==> config.mk <==
export PLATFORM = sky130hd
export DESIGN_NAME = overlay_wait_state_generator
export DESIGN_NICKNAME = d
export VERILOG_FILES = /design/src/overlay_wait_pkg.sv /design/src/overlay_wait_state_generator.sv
export SDC_FILE = /design/constraint.sdc
export NUM_CORES = 1
export LEC_CHECK = 0
export BUFFER_PORTS_ARGS = -buffer_cell sky130_fd_sc_hd__buf_4
export CAP_MARGIN = 20
export CORE_AREA = 4 4 50 52
export CTS_CLUSTER_DIAMETER = 80
export DETAILED_ROUTE_END_ITERATION = 8
export DIE_AREA = 0 0 54 56
export PLACE_DENSITY = 0.81
export SYNTH_ARGS = -nofsm -noshare
export SYNTH_HDL_FRONTEND = slang
export SYNTH_SLANG_ARGS = --single-unit
==> constraint.sdc <==
create_clock -name clk_i -period 6.65 [get_ports clk_i]
set_input_delay 1.33 -clock clk_i [delete_from_list [all_inputs] [get_ports clk_i]]
set_output_delay 1.33 -clock clk_i [all_outputs]
set_load 0.1 [all_outputs]
==> src/overlay_wait_pkg.sv <==
// Constants for the overlay memory wait-state generator.
// Assumes a single 20 MHz clock domain shared with the processor bus.
package overlay_wait_pkg;
  localparam int unsigned COUNT_W = 4;
  localparam int unsigned CS_WAIT_W = 2;
  localparam logic [COUNT_W-1:0] WAIT_NONE = 4'h0;
  localparam logic [COUNT_W-1:0] WAIT_ONE = 4'h1;
  localparam logic [COUNT_W-1:0] WAIT_RESET = 4'h0;
  // Above this clock the standard board needs one wait state
  localparam int unsigned STD_BOARD_LIMIT_KHZ = 12500;
  localparam int unsigned CLK_KHZ_W = 16;
  typedef enum logic [1:0] {
    ST_IDLE,
    ST_WAIT,
    ST_DONE
  } cycle_state_t;
endpackage : overlay_wait_pkg

==> src/overlay_wait_state_generator.sv <==
// Overlay memory wait-state generator: counts wait states, then returns ready.
// Assumes bus cycle start, overlay hit and target ready are on clk_i.
//
// Functional notes
// Programmable wait count 0..15; insert exactly that many waits before ready.
// Wait count zero returns ready with no wait states.
// Standard board above 12.5 MHz forces count to one; writes cannot override.
// Fast overlay board forces the wait count to zero.
// Generator acts only while internal-ready selection is on.
// Count and internal ready affect only overlay hits, never target memory.
// Waits are the larger of overlay count and chip-select wait count.
// Ignore-external-ready set: waits equal chip-select count 0..3, overlay ignored.
// At 16 MHz standard board, system programs count or target waits.
// Programmer should give at least one chip-select wait above 12.5 MHz.
// Fast board adds no overlay waits even at 16 MHz; only chip-select waits (0..3) remain.
// Internal ready makes the emulator supply its own ready on overlay access.
// Without internal ready, overlay cycles end on target ready; no own ready.
`timescale 1ns/1ps
module overlay_wait_state_generator
  import overlay_wait_pkg::*;
(
  input wire logic clk_i,
  input wire logic rst_n_i,
  input wire logic clk_en_i,
  input wire logic count_write_i,
  input wire logic [COUNT_W-1:0] count_data_i,
  input wire logic [CLK_KHZ_W-1:0] target_clk_khz_i,
  input wire logic fast_board_i,
  input wire logic internal_ready_sel_i,
  input wire logic overlay_mapped_i,
  input wire logic cycle_start_i,
  input wire logic overlay_hit_i,
  input wire logic target_ready_i,
  input wire logic ignore_external_ready_bit_i,
  input wire logic chip_select_wait_bit_low_i,
  input wire logic chip_select_wait_bit_high_i,
  output logic [COUNT_W-1:0] overlay_wait_count_o,
  output logic ready_o,
  output logic ready_oe_o,
  output logic busy_o
);

  // ==========================================================
  // Wait count register
  logic [COUNT_W-1:0] programmed;
  logic [COUNT_W-1:0] next_programmed;
  logic [COUNT_W-1:0] overlay_wait_count;
  logic std_fast_clk;

  // Standard board limit compare on the frequency word
  assign std_fast_clk = (32'(target_clk_khz_i) > STD_BOARD_LIMIT_KHZ);

  always_comb begin
    next_programmed = programmed;
    if (count_write_i) begin
      next_programmed = count_data_i;
    end
  end

  always_ff @(posedge clk_i or negedge rst_n_i) begin
    if (!rst_n_i) begin
      programmed <= WAIT_RESET;
    end else if (clk_en_i) begin
      programmed <= next_programmed;
    end
  end

  // ==========================================================
  // Effective wait count after board and clock forcing
  // Forcing never touches the stored value, so it returns once lifted
  always_comb begin
    if (fast_board_i) begin
      overlay_wait_count = WAIT_NONE;
    end else if (std_fast_clk) begin
      overlay_wait_count = WAIT_ONE;
    end else begin
      overlay_wait_count = programmed;
    end
  end

  // ==========================================================
  // Chip-select wait count, widened to the overlay count width
  logic [COUNT_W-1:0] cs_wait;
  logic [CS_WAIT_W-1:0] cs_bits;

  assign cs_bits = {chip_select_wait_bit_high_i, chip_select_wait_bit_low_i};

  for (genvar b = 0; b < COUNT_W; b++) begin : g_cs_bit
    if (b < CS_WAIT_W) begin : g_used
      assign cs_wait[b] = cs_bits[b];
    end else begin : g_pad
      assign cs_wait[b] = 1'b0;
    end
  end

  // ==========================================================
  // Number of wait states for the cycle being started
  logic [COUNT_W-1:0] wait_target;
  logic zero_wait;

  always_comb begin
    if (ignore_external_ready_bit_i) begin
      wait_target = cs_wait;
    end else if (overlay_wait_count > cs_wait) begin
      wait_target = overlay_wait_count;
    end else begin
      wait_target = cs_wait;
    end
  end

  assign zero_wait = (wait_target == WAIT_NONE);

  // ==========================================================
  // Bus cycle sequencer
  cycle_state_t state;
  cycle_state_t next_state;
  logic [COUNT_W-1:0] remain;
  logic [COUNT_W-1:0] next_remain;
  logic take;
  logic wait_done;

  // Generator only for overlay hits with internal ready selected
  assign take = cycle_start_i && overlay_hit_i && overlay_mapped_i
                && internal_ready_sel_i;
  assign wait_done = (remain == WAIT_NONE);

  always_comb begin
    next_state = state;
    next_remain = remain;
    case (state)
      ST_IDLE: begin
        if (take) begin
          if (zero_wait) begin
            next_state = ST_DONE;
          end else begin
            next_remain = wait_target - WAIT_ONE;
            next_state = ST_WAIT;
          end
        end else begin
          next_state = ST_IDLE;
        end
      end
      ST_WAIT: begin
        if (wait_done) begin
          next_state = ST_DONE;
        end else begin
          next_remain = remain - WAIT_ONE;
        end
      end
      ST_DONE: begin
        next_state = ST_IDLE;
      end
      default: begin
        next_state = ST_IDLE;
      end
    endcase
  end

  always_ff @(posedge clk_i or negedge rst_n_i) begin
    if (!rst_n_i) begin
      state <= ST_IDLE;
      remain <= WAIT_NONE;
    end else if (clk_en_i) begin
      state <= next_state;
      remain <= next_remain;
    end
  end

  // ==========================================================
  // Ready, ready enable and status outputs
  logic next_ready;
  logic next_oe;
  logic next_busy;
  logic [COUNT_W-1:0] next_count_o;

  always_comb begin
    next_ready = 1'b0;
    next_oe = 1'b0;
    next_busy = 1'b0;
    next_count_o = overlay_wait_count;
    case (state)
      ST_IDLE: begin
        if (take) begin
          next_busy = 1'b1;
          next_oe = 1'b1;
          if (zero_wait) begin
            next_ready = 1'b1;
          end
        end
      end
      ST_WAIT: begin
        next_busy = 1'b1;
        next_oe = 1'b1;
        if (wait_done) begin
          next_ready = 1'b1;
        end
      end
      ST_DONE: begin
        next_busy = 1'b0;
        next_oe = 1'b0;
      end
      default: begin
        next_busy = 1'b0;
        next_oe = 1'b0;
      end
    endcase
  end

  always_ff @(posedge clk_i or negedge rst_n_i) begin
    if (!rst_n_i) begin
      ready_o <= 1'b0;
      ready_oe_o <= 1'b0;
      busy_o <= 1'b0;
      overlay_wait_count_o <= WAIT_RESET;
    end else if (clk_en_i) begin
      ready_o <= next_ready;
      ready_oe_o <= next_oe;
      busy_o <= next_busy;
      overlay_wait_count_o <= next_count_o;
    end
  end

endmodule : overlay_wait_state_generator

==> summary.md, run 1 <==
| Metric | Value |
|---|---|
| Status | `finished, final reports clean` |
| PD cells | `268.9 nW/um^2` |
| Fin. Hold Viols | `0` |
| Yosys reg bits | `16` |
| Combinational power share | `44.0%` |
| Placer congestion estimate | `0.8660` |
| Most frequent cells in the layout | `buf_4 (38), dfrtp_1 (16), inv_1 (11), o21ai_0 (10), nand2_1 (9)` |
| Cell Rows | `17` |
| Share of cells above drive strength 1 | `36.05%` |
| CP arrival | `5.29 ns` |
| Via density | `5.674` |
| Reg2Reg Setup Slack | `3.67 ns` |
| Layout area overhead | `34.80%` |
| Clock Latency Late Sink | `0.28 ns` |
| Hold depth | `2` |
| Pre-antenna DRT Iters | `5` |
| # setup viols final | `0` |
| Sw frac | `43.02%` |
| Unique masters post-synth | `34` |
| Largest stage delay, worst path | `0.59 ns` |
| Total grt overflow | `0` |
| Critical path endpoint category | `register` |
| Max VDD drop | `0.2036 mV` |
| Number of max-cap violations | `0` |
| Hold Crit Endpoint | `overlay_wait_count_o[3]` |
| Clock Skews | `0.001394 ns` |
| Total die area | `3024 sq um` |
| Vias | `993` |
| Routed WL | `2564 um` |
| Detailed placer's ending HPWL | `2071 um` |
| Reg2Reg Depth | `10` |
| Number of CTS-inserted buffers | `3` |
| R2r endpoint | `remain[0]` |
| Gate Count Post-Synth | `107` |
| Syn nets | `143` |
| HP Start | `overlay_wait_count_o[3]` |
| First-pass GRT wire length | `4064 um` |
| Fin crit share | `77.00%` |
| CTS Hold Bufs | `0` |
| Diodes inserted | `0` |
| CP cell instances | `buf_4 > or4_1 > a311o_1 > nor3_1 > and2_1 > ha_1 > a21oi_1 > o21ai_0 > nor4_1 > o22ai_2 > o21ai_2 > mux2_2` |
| Crit path launch type | `input pin` |
| Tmin final | `5.121 ns` |
| Antenna violations before repair | `0` |
| Avg Cell Area, Syn | `9.273 sq um` |
| RSZ-0062 raised after global routing | `no` |
| Top sig layer | `met4` |
| TritonCTS clock tree | `done` |
| Postcts setup bufs | `0` |
| Max_slew headroom | `50.55%` |
| GRT Total Usage | `17.48%` |
| Largest net degree at the start of global routing | `17` |
| Initial core utilization | `47.12%` |
| Yosys warning count | `0` |
| ANT nets after route | `0` |
| Port Buffers | `38` |
| Vias in the first global route | `961` |
| Worst hold path type | `reg2reg` |
| WL met1 | `1040 um` |
| Psw | `0.1547 mW` |
| Leakage Power | `0.6252 nW` |
| Combined area of the multi-input logic cells | `539.3 sq um` |
| Die height | `56 um` |
| CTS root buf | `clkbuf_4` |
| Post-Syn Area | `992.2 sq um` |
| Crit path kind | `in2reg` |
| Clock buffer depth | `2` |
| CTS sink count | `16` |
| Met2 wire len | `1263 um` |
| Post_cts resized | `0` |
| Sequential area share after synthesis | `40.35%` |
| Crit Reg-Reg Startpoint | `programmed[0]` |
| Most common cell after layout, fill and taps aside | `buf_4` |
| Register share of total power | `38.0%` |
| FF/Latch Area | `400.4 sq um` |
| Initial detailed-routing violation count | `13` |
| Slowest CP cell | `nor3_1` |
| Die X | `54 um` |
| H-tree Lvls | `1` |
| Nets | `184` |
| Avg WL per Cell | `14.65 um` |
| Clk pwr share | `17.9%` |
| Clock-pin transition on the worst setup and hold timing paths | `0.10 ns` |
| Critical path required time | `6.82 ns` |
| Fill count | `185` |
| Slew @ Worst Pin | `0.7361 ns` |
| Critical path fanouts, max | `7` |
| Internal power | `0.2049 mW` |
| CORE AREA | `2106 sq um` |
| I/O pin cnt | `40` |
| Setup TNS Final | `0 ns` |
| Max Slew Vio Count | `0` |
| DRC viols | `0` |
| Achievable Freq | `0.1953 GHz` |
| Hold_ws | `0.5127 ns` |
| Met3 WL | `236 um` |
[registers in the layout, summed over array words and instances (netlist names)]
| register | count |
|---|---|
| state | 2 |
| programmed | 4 |
| remain | 4 |
| busy_o | 1 |
| overlay_wait_count_o | 4 |
| ready_o | 1 |
[through the flow]
step / instances / utilization, % / setup slack (ns) / power [mW] / instance area [sq um]
floorplan: 107 / - / 1.988 / 0.2523 / 992.2
global placement: 171 / 61.79 / 1.512 / 0.2909 / 1301
detailed placement: 171 / 61.79 / 1.328 / 0.2964 / 1301
CTS: 175 / 63.52 / 1.619 / 0.3614 / 1338
global route: 175 / 63.52 / 1.293 / 0.3808 / 1338
finish: 175 / 63.52 / 1.529 / 0.3596 / 1338
[routing by layer]
metal / vias up / global-route usage [%]
met5: - / 0
met4: 0 / 5.338
met3: 2 / 2.145
met2: 40 / 30.97
met1: 467 / 21.14
li1: 484 / -
[cells by family after synthesis]
kind of cell | count (synthesis) | synth area share, %
compound gates | 36 | 25.73
fa+ha+maj | 3 | 3.784
buf+inv | 13 | 5.296
flops | 16 | 40.35
mux | 9 | 10.09
simple gates | 30 | 14.76
[how the worst max path moves through the flow]
stage / slack [ns] / to / cells past startpoint / start
after floorplan: 1.99 / remain[2] / 12 / target_clk_khz_i[10]
after global placement: 1.51 / remain[0] / 12 / target_clk_khz_i[10]
after detailed placement: 1.33 / remain[0] / 12 / target_clk_khz_i[10]
after CTS: 1.62 / remain[0] / 12 / target_clk_khz_i[10]
after global routing: 1.29 / remain[0] / 12 / target_clk_khz_i[10]
final: 1.53 / remain[0] / 12 / target_clk_khz_i[10]
[power groups by stage]
| stage | clock network, mW | registers, mW | logic [mW] |
|---|---|---|---|
| detailed placement | 0 | 0.138 | 0.158 |
| finish | 0.0645 | 0.137 | 0.158 |
| CTS | 0.0661 | 0.136 | 0.159 |
| global placement | 0 | 0.137 | 0.154 |
| global route | 0.0714 | 0.139 | 0.170 |
| floorplan | 0 | 0.167 | 0.0857 |
[synthesized netlist by cell type]
cell,count,share of area (%)
a2111o_1,1,1.1
a21oi_1,6,3.0
a221oi_2,1,1.5
a311o_1,1,1.0
a31oi_1,2,1.3
a32o_1,1,1.0
a41o_1,1,1.0
and2_1,1,0.63
buf_4,1,0.76
clkbuf_1,1,0.38
dfrtp_1,16,40
ha_1,3,3.8
inv_1,11,4.2
mux2_2,8,9.1
mux2i_1,1,1.0
nand2_1,9,3.4
nand3_1,2,1.0
nand4_1,3,1.9
nor2_1,6,2.3
nor2b_1,1,0.63
nor3_1,3,1.5
nor3b_1,1,0.76
nor4_1,3,1.9
o211ai_1,5,3.8
o21a_1,1,0.76
o21ai_0,10,5.0
o21ai_1,1,0.50
o21ai_2,1,0.88
o21bai_1,1,0.76
o22ai_2,1,1.3
o311ai_1,1,0.88
o31ai_1,1,0.76
o41a_1,1,1.1
or4_1,1,0.76
[critical path: cells and delay by family]
family | cells | cell delay, ns
simple gates | 4 | 1.81
fa+ha+maj | 1 | 0.26
compound gates | 5 | 1.42
mux | 1 | 0.37
buf+inv | 1 | 0.10
[cell type report]
cell class                      count  area share [%]
Clock buffer                        4           2.713
Inverter                           11           3.087
Multi-Input combinational cell     78           40.32
Sequential cell                    16           29.93
Tap cell                           28           2.619
Timing Repair Buffer               38           21.33
Note: power is estimated with default switching activity, not from simulation.
==> run 2, diff against run 1 <==
Settings changed: CORE_AREA 4 4 50 52 to 4 4 54 56, DIE_AREA 0 0 54 56 to 0 0 58 60, PLACE_DENSITY 0.81 to 0.73.
Clock period 6.65 ns to 4.47 ns, I/O delays scaled along.
==> run 2 against run 1 <==
  * Wire length decreased by 5.1%
  * Global-route usage shrank 2.6 points
  * Sequential cell count unchanged
  * Final area grew 0.75%
  * Setup slack lost 1.2 ns
==> summary.md, run 2 (synthesized netlist as in run 1, its figures left out) <==
| Metric | Value |
|---|---|
| Clock Latency Late Sink | `0.28 ns (about the same)` |
| Fin. Hold Viols | `0 (unchanged)` |
| DRC viols | `0 (unchanged)` |
| Antenna violations before repair | `0 (unchanged)` |
| Max VDD drop | `0.3213 mV (was 0.2036 mV)` |
| Combinational power share | `44.0% (about the same)` |
| Fin util | `55.40% (was 63.52%)` |
| CP arrival | `4.35 ns (was 5.29 ns)` |
| GRT Total Usage | `14.93% (was 17.48%)` |
| Clock Skews | `0.002934 ns (was 0.001394 ns)` |
| Worst hold path type | `in2async (was reg2reg)` |
| Tmin final | `4.176 ns` |
| Number of max-cap violations | `0 (unchanged)` |
| Cell Rows | `18 (was 17)` |
| Crit path kind | `in2reg (unchanged)` |
| Initial core utilization | `40.79% (was 47.12%)` |
| Clock-pin transition on the worst setup and hold timing paths | `0.09 ns (was 0.10 ns)` |
| Initial detailed-routing violation count | `34 (was 13)` |
| # setup viols final | `0 (unchanged)` |
| Number of CTS-inserted buffers | `3 (unchanged)` |
| Fill count | `224 (was 185)` |
| H-tree Lvls | `1 (unchanged)` |
| Post_cts resized | `0 (unchanged)` |
| Port Buffers | `38 (unchanged)` |
| TritonCTS clock tree | `done (unchanged)` |
| Most common cell after layout, fill and taps aside | `buf_4 (unchanged)` |
| Most frequent cells in the layout | `buf_4 (39), dfrtp_1 (16), inv_1 (11), o21ai_0 (10), nand2_1 (9) (was buf_4 (38), dfrtp_1 (16), inv_1 (11), o21ai_0 (10), nand2_1 (9))` |
| RSZ-0062 raised after global routing | `no (unchanged)` |
| CORE AREA | `2432 sq um (was 2106 sq um)` |
| Detailed placer's ending HPWL | `2042 um (was 2071 um)` |
| Layout area overhead | `35.81% (was 34.80%)` |
| Critical path endpoint category | `register (unchanged)` |
| Psw | `0.2248 mW (was 0.1547 mW)` |
| FF/Latch Area | `400.4 sq um (unchanged)` |
| Total grt overflow | `0 (unchanged)` |
| Placer congestion estimate | `0.7777 (was 0.8660)` |
| Leakage Power | `0.6306 nW (was 0.6252 nW)` |
| I/O pin cnt | `40 (unchanged)` |
| Fin crit share | `93.42%` |
| Slew @ Worst Pin | `0.4652 ns (was 0.7361 ns)` |
| ANT nets after route | `0 (unchanged)` |
| Sw frac | `42.42% (was 43.02%)` |
| CTS Hold Bufs | `0 (unchanged)` |
| PD cells | `393.2 nW/um^2 (was 268.9 nW/um^2)` |
| Reg2Reg Setup Slack | `1.52 ns (was 3.67 ns)` |
| Vias in the first global route | `991 (was 961)` |
| Max Slew Vio Count | `0 (unchanged)` |
| Avg WL per Cell | `13.67 um (was 14.65 um)` |
| Nets | `185 (was 184)` |
| Combined area of the multi-input logic cells | `539.3 sq um (unchanged)` |
| Vias | `1003 (was 993)` |
| Pre-antenna DRT Iters | `4 (was 5)` |
| Die height | `60 um (was 56 um)` |
| Die X | `58 um (was 54 um)` |
| Via density | `5.635 (was 5.674)` |
| Fin cells | `178 (was 175)` |
| Internal power | `0.3051 mW (was 0.2049 mW)` |
| Share of cells above drive strength 1 | `36.49% (was 36.05%)` |
| Clk pwr share | `17.6% (was 17.9%)` |
| Register share of total power | `38.4% (was 38.0%)` |
| Diodes inserted | `0 (unchanged)` |
| Max_slew headroom | `68.70% (was 50.55%)` |
| CTS sink count | `16 (unchanged)` |
| Routed WL | `2434 um (was 2564 um)` |
| Largest net degree at the start of global routing | `17 (unchanged)` |
| Setup TNS Final | `0 ns (unchanged)` |
| Clock buffer depth | `2 (unchanged)` |
| Largest regs | `overlay_wait_count_o (4), programmed (4), remain (4) (unchanged)` |
| Placed cells | `174 (was 171)` |
| Total die area | `3480 sq um (was 3024 sq um)` |
| Postcts setup bufs | `0 (unchanged)` |
| Critical path required time | `4.64 ns (was 6.82 ns)` |
| First-pass GRT wire length | `4064 um (unchanged)` |
| Status | `finished, final reports clean (unchanged)` |
| Achievable Freq | `0.2395 GHz` |
| Crit path launch type | `input pin (unchanged)` |
| Critical path fanouts, max | `7 (unchanged)` |
| CTS root buf | `clkbuf_4 (unchanged)` |
run 2: layer usage:
| metal | global-route usage (%) | vias to the layer above | share of wire, % |
|---|---|---|---|
| met1 | 19.09 | 471 | 41 |
| met2 | 25.16 | 41 | 49 |
| met3 | 4.104 | 2 | 9.3 |
| li1 | - | 489 | - |
| met4 | 3.311 | 0 | 0.70 |
| met5 | 0 | - | 0 |
run 2: area by class of cell:
cell class                 count  area share (%)
inverter                      11           3.064
timing repair buffer          39           21.73
tap                           30           2.786
multi-input combinational     78           40.02
clock buffer                   4           2.693
sequential                    16           29.71
run 2: final timing paths:
kind,startpoint,endpoint,cells past startpoint
min in group clk_i,overlay_wait_count_o[3],overlay_wait_count_o[3],2
max in group asynchronous,rst_n_i,state[0],1
setup / recovery,target_clk_khz_i[10],remain[0],12
hold reg to reg,overlay_wait_count_o[3],overlay_wait_count_o[3],2
hold / removal,rst_n_i,programmed[3],1
setup reg to reg,programmed[0],remain[0],10
run 2: power groups by stage:
stage | registers, mW | logic (mW) | clock network, mW
finish | 0.204 | 0.233 | 0.0930
global route | 0.209 | 0.254 | 0.104
CTS | 0.204 | 0.235 | 0.0967
detailed placement | 0.206 | 0.234 | 0
global placement | 0.204 | 0.230 | 0
floorplan | 0.248 | 0.127 | 0
run 2: critical path: stages:
cell and delay [ns]:
buf_4 0.11, or4_1 0.51, a311o_1 0.42, nor3_1 0.23, and2_1 0.20, ha_1 0.24, a21oi_1 0.27, o21ai_0 0.22
nor4_1 0.40, o22ai_2 0.17, o21ai_2 0.32, mux2_2 0.37
run 2: per-stage QoR:
step	hold WS, ns	cell area (sq um)	power [mW]	setup WS (ns)
final	0.4496	1348	0.5299	0.2941
after global routing	0.4422	1348	0.5668	0.01168
after CTS	0.4473	1348	0.5354	0.3256
after detailed placement	0.5007	1311	0.4406	0.02155
after global placement	0.4828	1311	0.4342	0.1225
after floorplan	0.4939	992.2	0.3754	0.2435
==> run 3, diff against run 2 <==
Settings changed: CORE_AREA 4 4 54 56 to 4 4 51 53, DIE_AREA 0 0 58 60 to 0 0 55 57, PLACE_DENSITY 0.73 to 0.78.
Clock period 4.47 ns to 4.1 ns, I/O delays scaled along.
==> run 3 against run 2 <==
  * Combinational power rose by 17%
  * First-iteration DRC count fell by 26%
  * Critical path depth rose by 2
  * Total power rose by 13%
  * Die area fell by 9.9%
  * Clock power rose by 14%
  * Largest cell class unchanged
==> summary.md, run 3 (synthesized netlist as in run 1, its figures left out) <==
| Metric | Value |
|---|---|
| Pre-antenna DRT Iters | `5 (was 4)` |
| CTS sink count | `16 (unchanged)` |
| Max_slew headroom | `72.35% (was 68.70%)` |
| Clk pwr share | `17.6% (about the same)` |
| Fin cells | `185 (was 178)` |
| Critical path required time | `4.30 ns (was 4.64 ns)` |
| Most common cell after layout, fill and taps aside | `buf_4 (unchanged)` |
| Routed WL | `2690 um (was 2434 um)` |
| Combined area of the multi-input logic cells | `548.0 sq um (was 539.3 sq um)` |
| Number of CTS-inserted buffers | `3 (unchanged)` |
| CTS root buf | `clkbuf_4 (unchanged)` |
| Postcts setup bufs | `0 (unchanged)` |
| Reg2Reg Setup Slack | `1.40 ns (was 1.52 ns)` |
| Most frequent cells in the layout | `buf_4 (48), dfrtp_1 (16), inv_1 (11), nand2_1 (9), o21ai_0 (9) (was buf_4 (39), dfrtp_1 (16), inv_1 (11), o21ai_0 (10), nand2_1 (9))` |
| Clock-pin transition on the worst setup and hold timing paths | `0.10 ns (was 0.09 ns)` |
| CP most frequent cell | `ha_1` |
| Total grt overflow | `0 (unchanged)` |
| First-pass GRT wire length | `4326 um (was 4064 um)` |
| Nets | `194 (was 185)` |
| Worst hold path type | `in2async (unchanged)` |
| Max VDD drop | `0.3627 mV (was 0.3213 mV)` |
| Max Slew Vio Count | `0 (unchanged)` |
| Largest regs | `overlay_wait_count_o (4), programmed (4), remain (4) (unchanged)` |
| Slowest CP cell | `or4_1 (unchanged)` |
| I/O pin cnt | `40 (unchanged)` |
| Critical path endpoint category | `register (unchanged)` |
| Detailed placer's ending HPWL | `2213 um (was 2042 um)` |
| Achievable Freq | `0.2638 GHz` |
| Combinational power share | `45.4% (was 44.0%)` |
| Via density | `5.751 (was 5.635)` |
| Total die area | `3135 sq um (was 3480 sq um)` |
| Diodes inserted | `0 (unchanged)` |
| Vias | `1064 (was 1003)` |
| Critical path fanouts, max | `3 (was 7)` |
| Clock Skews | `0.005336 ns (was 0.002934 ns)` |
| Cell Rows | `17 (was 18)` |
| Buf+Inv Stages, Crit Path | `1 (unchanged)` |
| Psw | `0.2567 mW (was 0.2248 mW)` |
| PD cells | `423.0 nW/um^2 (was 393.2 nW/um^2)` |
| Clock Latency Late Sink | `0.29 ns (was 0.28 ns)` |
| Internal power | `0.3445 mW (was 0.3051 mW)` |
| Fin. Hold Viols | `0 (unchanged)` |
| ANT nets after route | `0 (unchanged)` |
| Antenna violations before repair | `0 (unchanged)` |
| # setup viols final | `0 (unchanged)` |
| Crit path launch type | `input pin (unchanged)` |
| Sw frac | `42.70% (was 42.42%)` |
| Avg WL per Cell | `14.54 um (was 13.67 um)` |
| Largest stage delay, worst path | `0.51 ns (about the same)` |
| Initial detailed-routing violation count | `25 (was 34)` |
| Die X | `55 um (was 58 um)` |
| Vias in the first global route | `1056 (was 991)` |
| Crit path kind | `in2reg (unchanged)` |
| CP cell instances | `buf_4 > or4_1 > a311o_1 > nor3_2 > and2_1 > ha_1 > nor2b_1 > o21ai_1 > a21oi_1 > a32o_1 > a31oi_1 > ha_1 > o21bai_1 > a221oi_2 (was buf_4 > or4_1 > a311o_1 > nor3_1 > and2_1 > ha_1 > a21oi_1 > o21ai_0 > nor4_1 > o22ai_2 > o21ai_2 > mux2_2)` |
| Placer congestion estimate | `0.8450 (was 0.7777)` |
| Fill count | `186 (was 224)` |
| H-tree Lvls | `1 (unchanged)` |
| TritonCTS clock tree | `done (unchanged)` |
| Die height | `57 um (was 60 um)` |
| CP top delay family | `compound AO/OA/AOI/OAI gates (unchanged)` |
| Share of cells above drive strength 1 | `41.40% (was 36.49%)` |
| Placed cells | `181 (was 174)` |
| Setup TNS Final | `0 ns (unchanged)` |
| CORE AREA | `2148 sq um (was 2432 sq um)` |
| Number of max-cap violations | `0 (unchanged)` |
| GRT Total Usage | `18.40% (was 14.93%)` |
| CP arrival | `3.99 ns (was 4.35 ns)` |
| Fin crit share | `92.47%` |
| Port Buffers | `38 (unchanged)` |
| Clock buffer depth | `2 (unchanged)` |
| Status | `finished, final reports clean (unchanged)` |
| Layout area overhead | `43.25% (was 35.81%)` |
| Slew @ Worst Pin | `0.4105 ns (was 0.4652 ns)` |
| Initial core utilization | `46.19% (was 40.79%)` |
| FF/Latch Area | `400.4 sq um (unchanged)` |
| RSZ-0062 raised after global routing | `no (unchanged)` |
| Register share of total power | `37.0% (was 38.4%)` |
| Largest net degree at the start of global routing | `17 (unchanged)` |
| DRC viols | `0 (unchanged)` |
| Leakage Power | `0.6778 nW (was 0.6306 nW)` |
| Tmin final | `3.791 ns` |
-- run 3: cell types whose count changed in the layout (fill, tap and decap cells not counted) --
cell / change
a21oi_1: -1
a21oi_2: +1
buf_4: +9
nor3_1: -1
nor3_2: +1
o21ai_0: -1
o21ai_1: +1
-- run 3: per-layer routing --
| metal | share of wire [%] | vias up | global-route usage [%] |
|---|---|---|---|
| met3 | 11 | 2 | 2.089 |
| li1 | - | 505 | - |
| met4 | 1.0 | 0 | 8.333 |
| met1 | 38 | 507 | 22.30 |
| met2 | 50 | 50 | 31.59 |
| met5 | 0 | - | 0 |
-- run 3: power groups by stage --
stage / clock network [mW] / logic (mW) / registers (mW)
floorplan: 0 / 0.139 / 0.270
global placement: 0 / 0.264 / 0.222
detailed placement: 0 / 0.272 / 0.225
CTS: 0.109 / 0.273 / 0.222
global route: 0.114 / 0.292 / 0.227
finish: 0.106 / 0.273 / 0.222
-- run 3: repair_timing --
item / CTS / global route
resized for setup: 0 / 2
hold buffers: 0 / 0
setup endpoints to repair: 0 / 2
-- run 3: path summary, 6_finish.rpt --
| kind | startpoint | to | cells after the start |
|---|---|---|---|
| setup / recovery | target_clk_khz_i[10] | remain[2] | 14 |
| hold / removal | rst_n_i | programmed[1] | 1 |
| setup reg to reg | programmed[0] | remain[2] | 11 |
| hold reg to reg | overlay_wait_count_o[3] | overlay_wait_count_o[3] | 2 |
| max in group asynchronous | rst_n_i | programmed[2] | 1 |
| min in group clk_i | overlay_wait_count_o[3] | overlay_wait_count_o[3] | 2 |
-- run 3: final cells by class --
| type | count | share of cell area [%] |
|---|---|---|
| multi-input combinational | 78 | 38.56 |
| timing repair buffer | 48 | 25.35 |
| inverter | 11 | 2.905 |
| sequential | 16 | 28.17 |
| tap | 28 | 2.465 |
| clock buffer | 4 | 2.553 |
-- run 3: per-stage QoR --
stage | area [sq um] | hold WS [ns] | util, % | setup slack (ns) | total power [mW]
final | 1421 | 0.3743 | 66.16 | 0.3087 | 0.6012
after global placement | 1381 | 0.4784 | 64.30 | -0.01961 | 0.4863
after floorplan | 997.2 | 0.4939 | - | 0.08383 | 0.4095
after detailed placement | 1381 | 0.4907 | 64.30 | -0.06548 | 0.4970
after CTS | 1418 | 0.3688 | 65.99 | 0.2277 | 0.6032
after global routing | 1421 | 0.3700 | 66.16 | 0.1104 | 0.6338
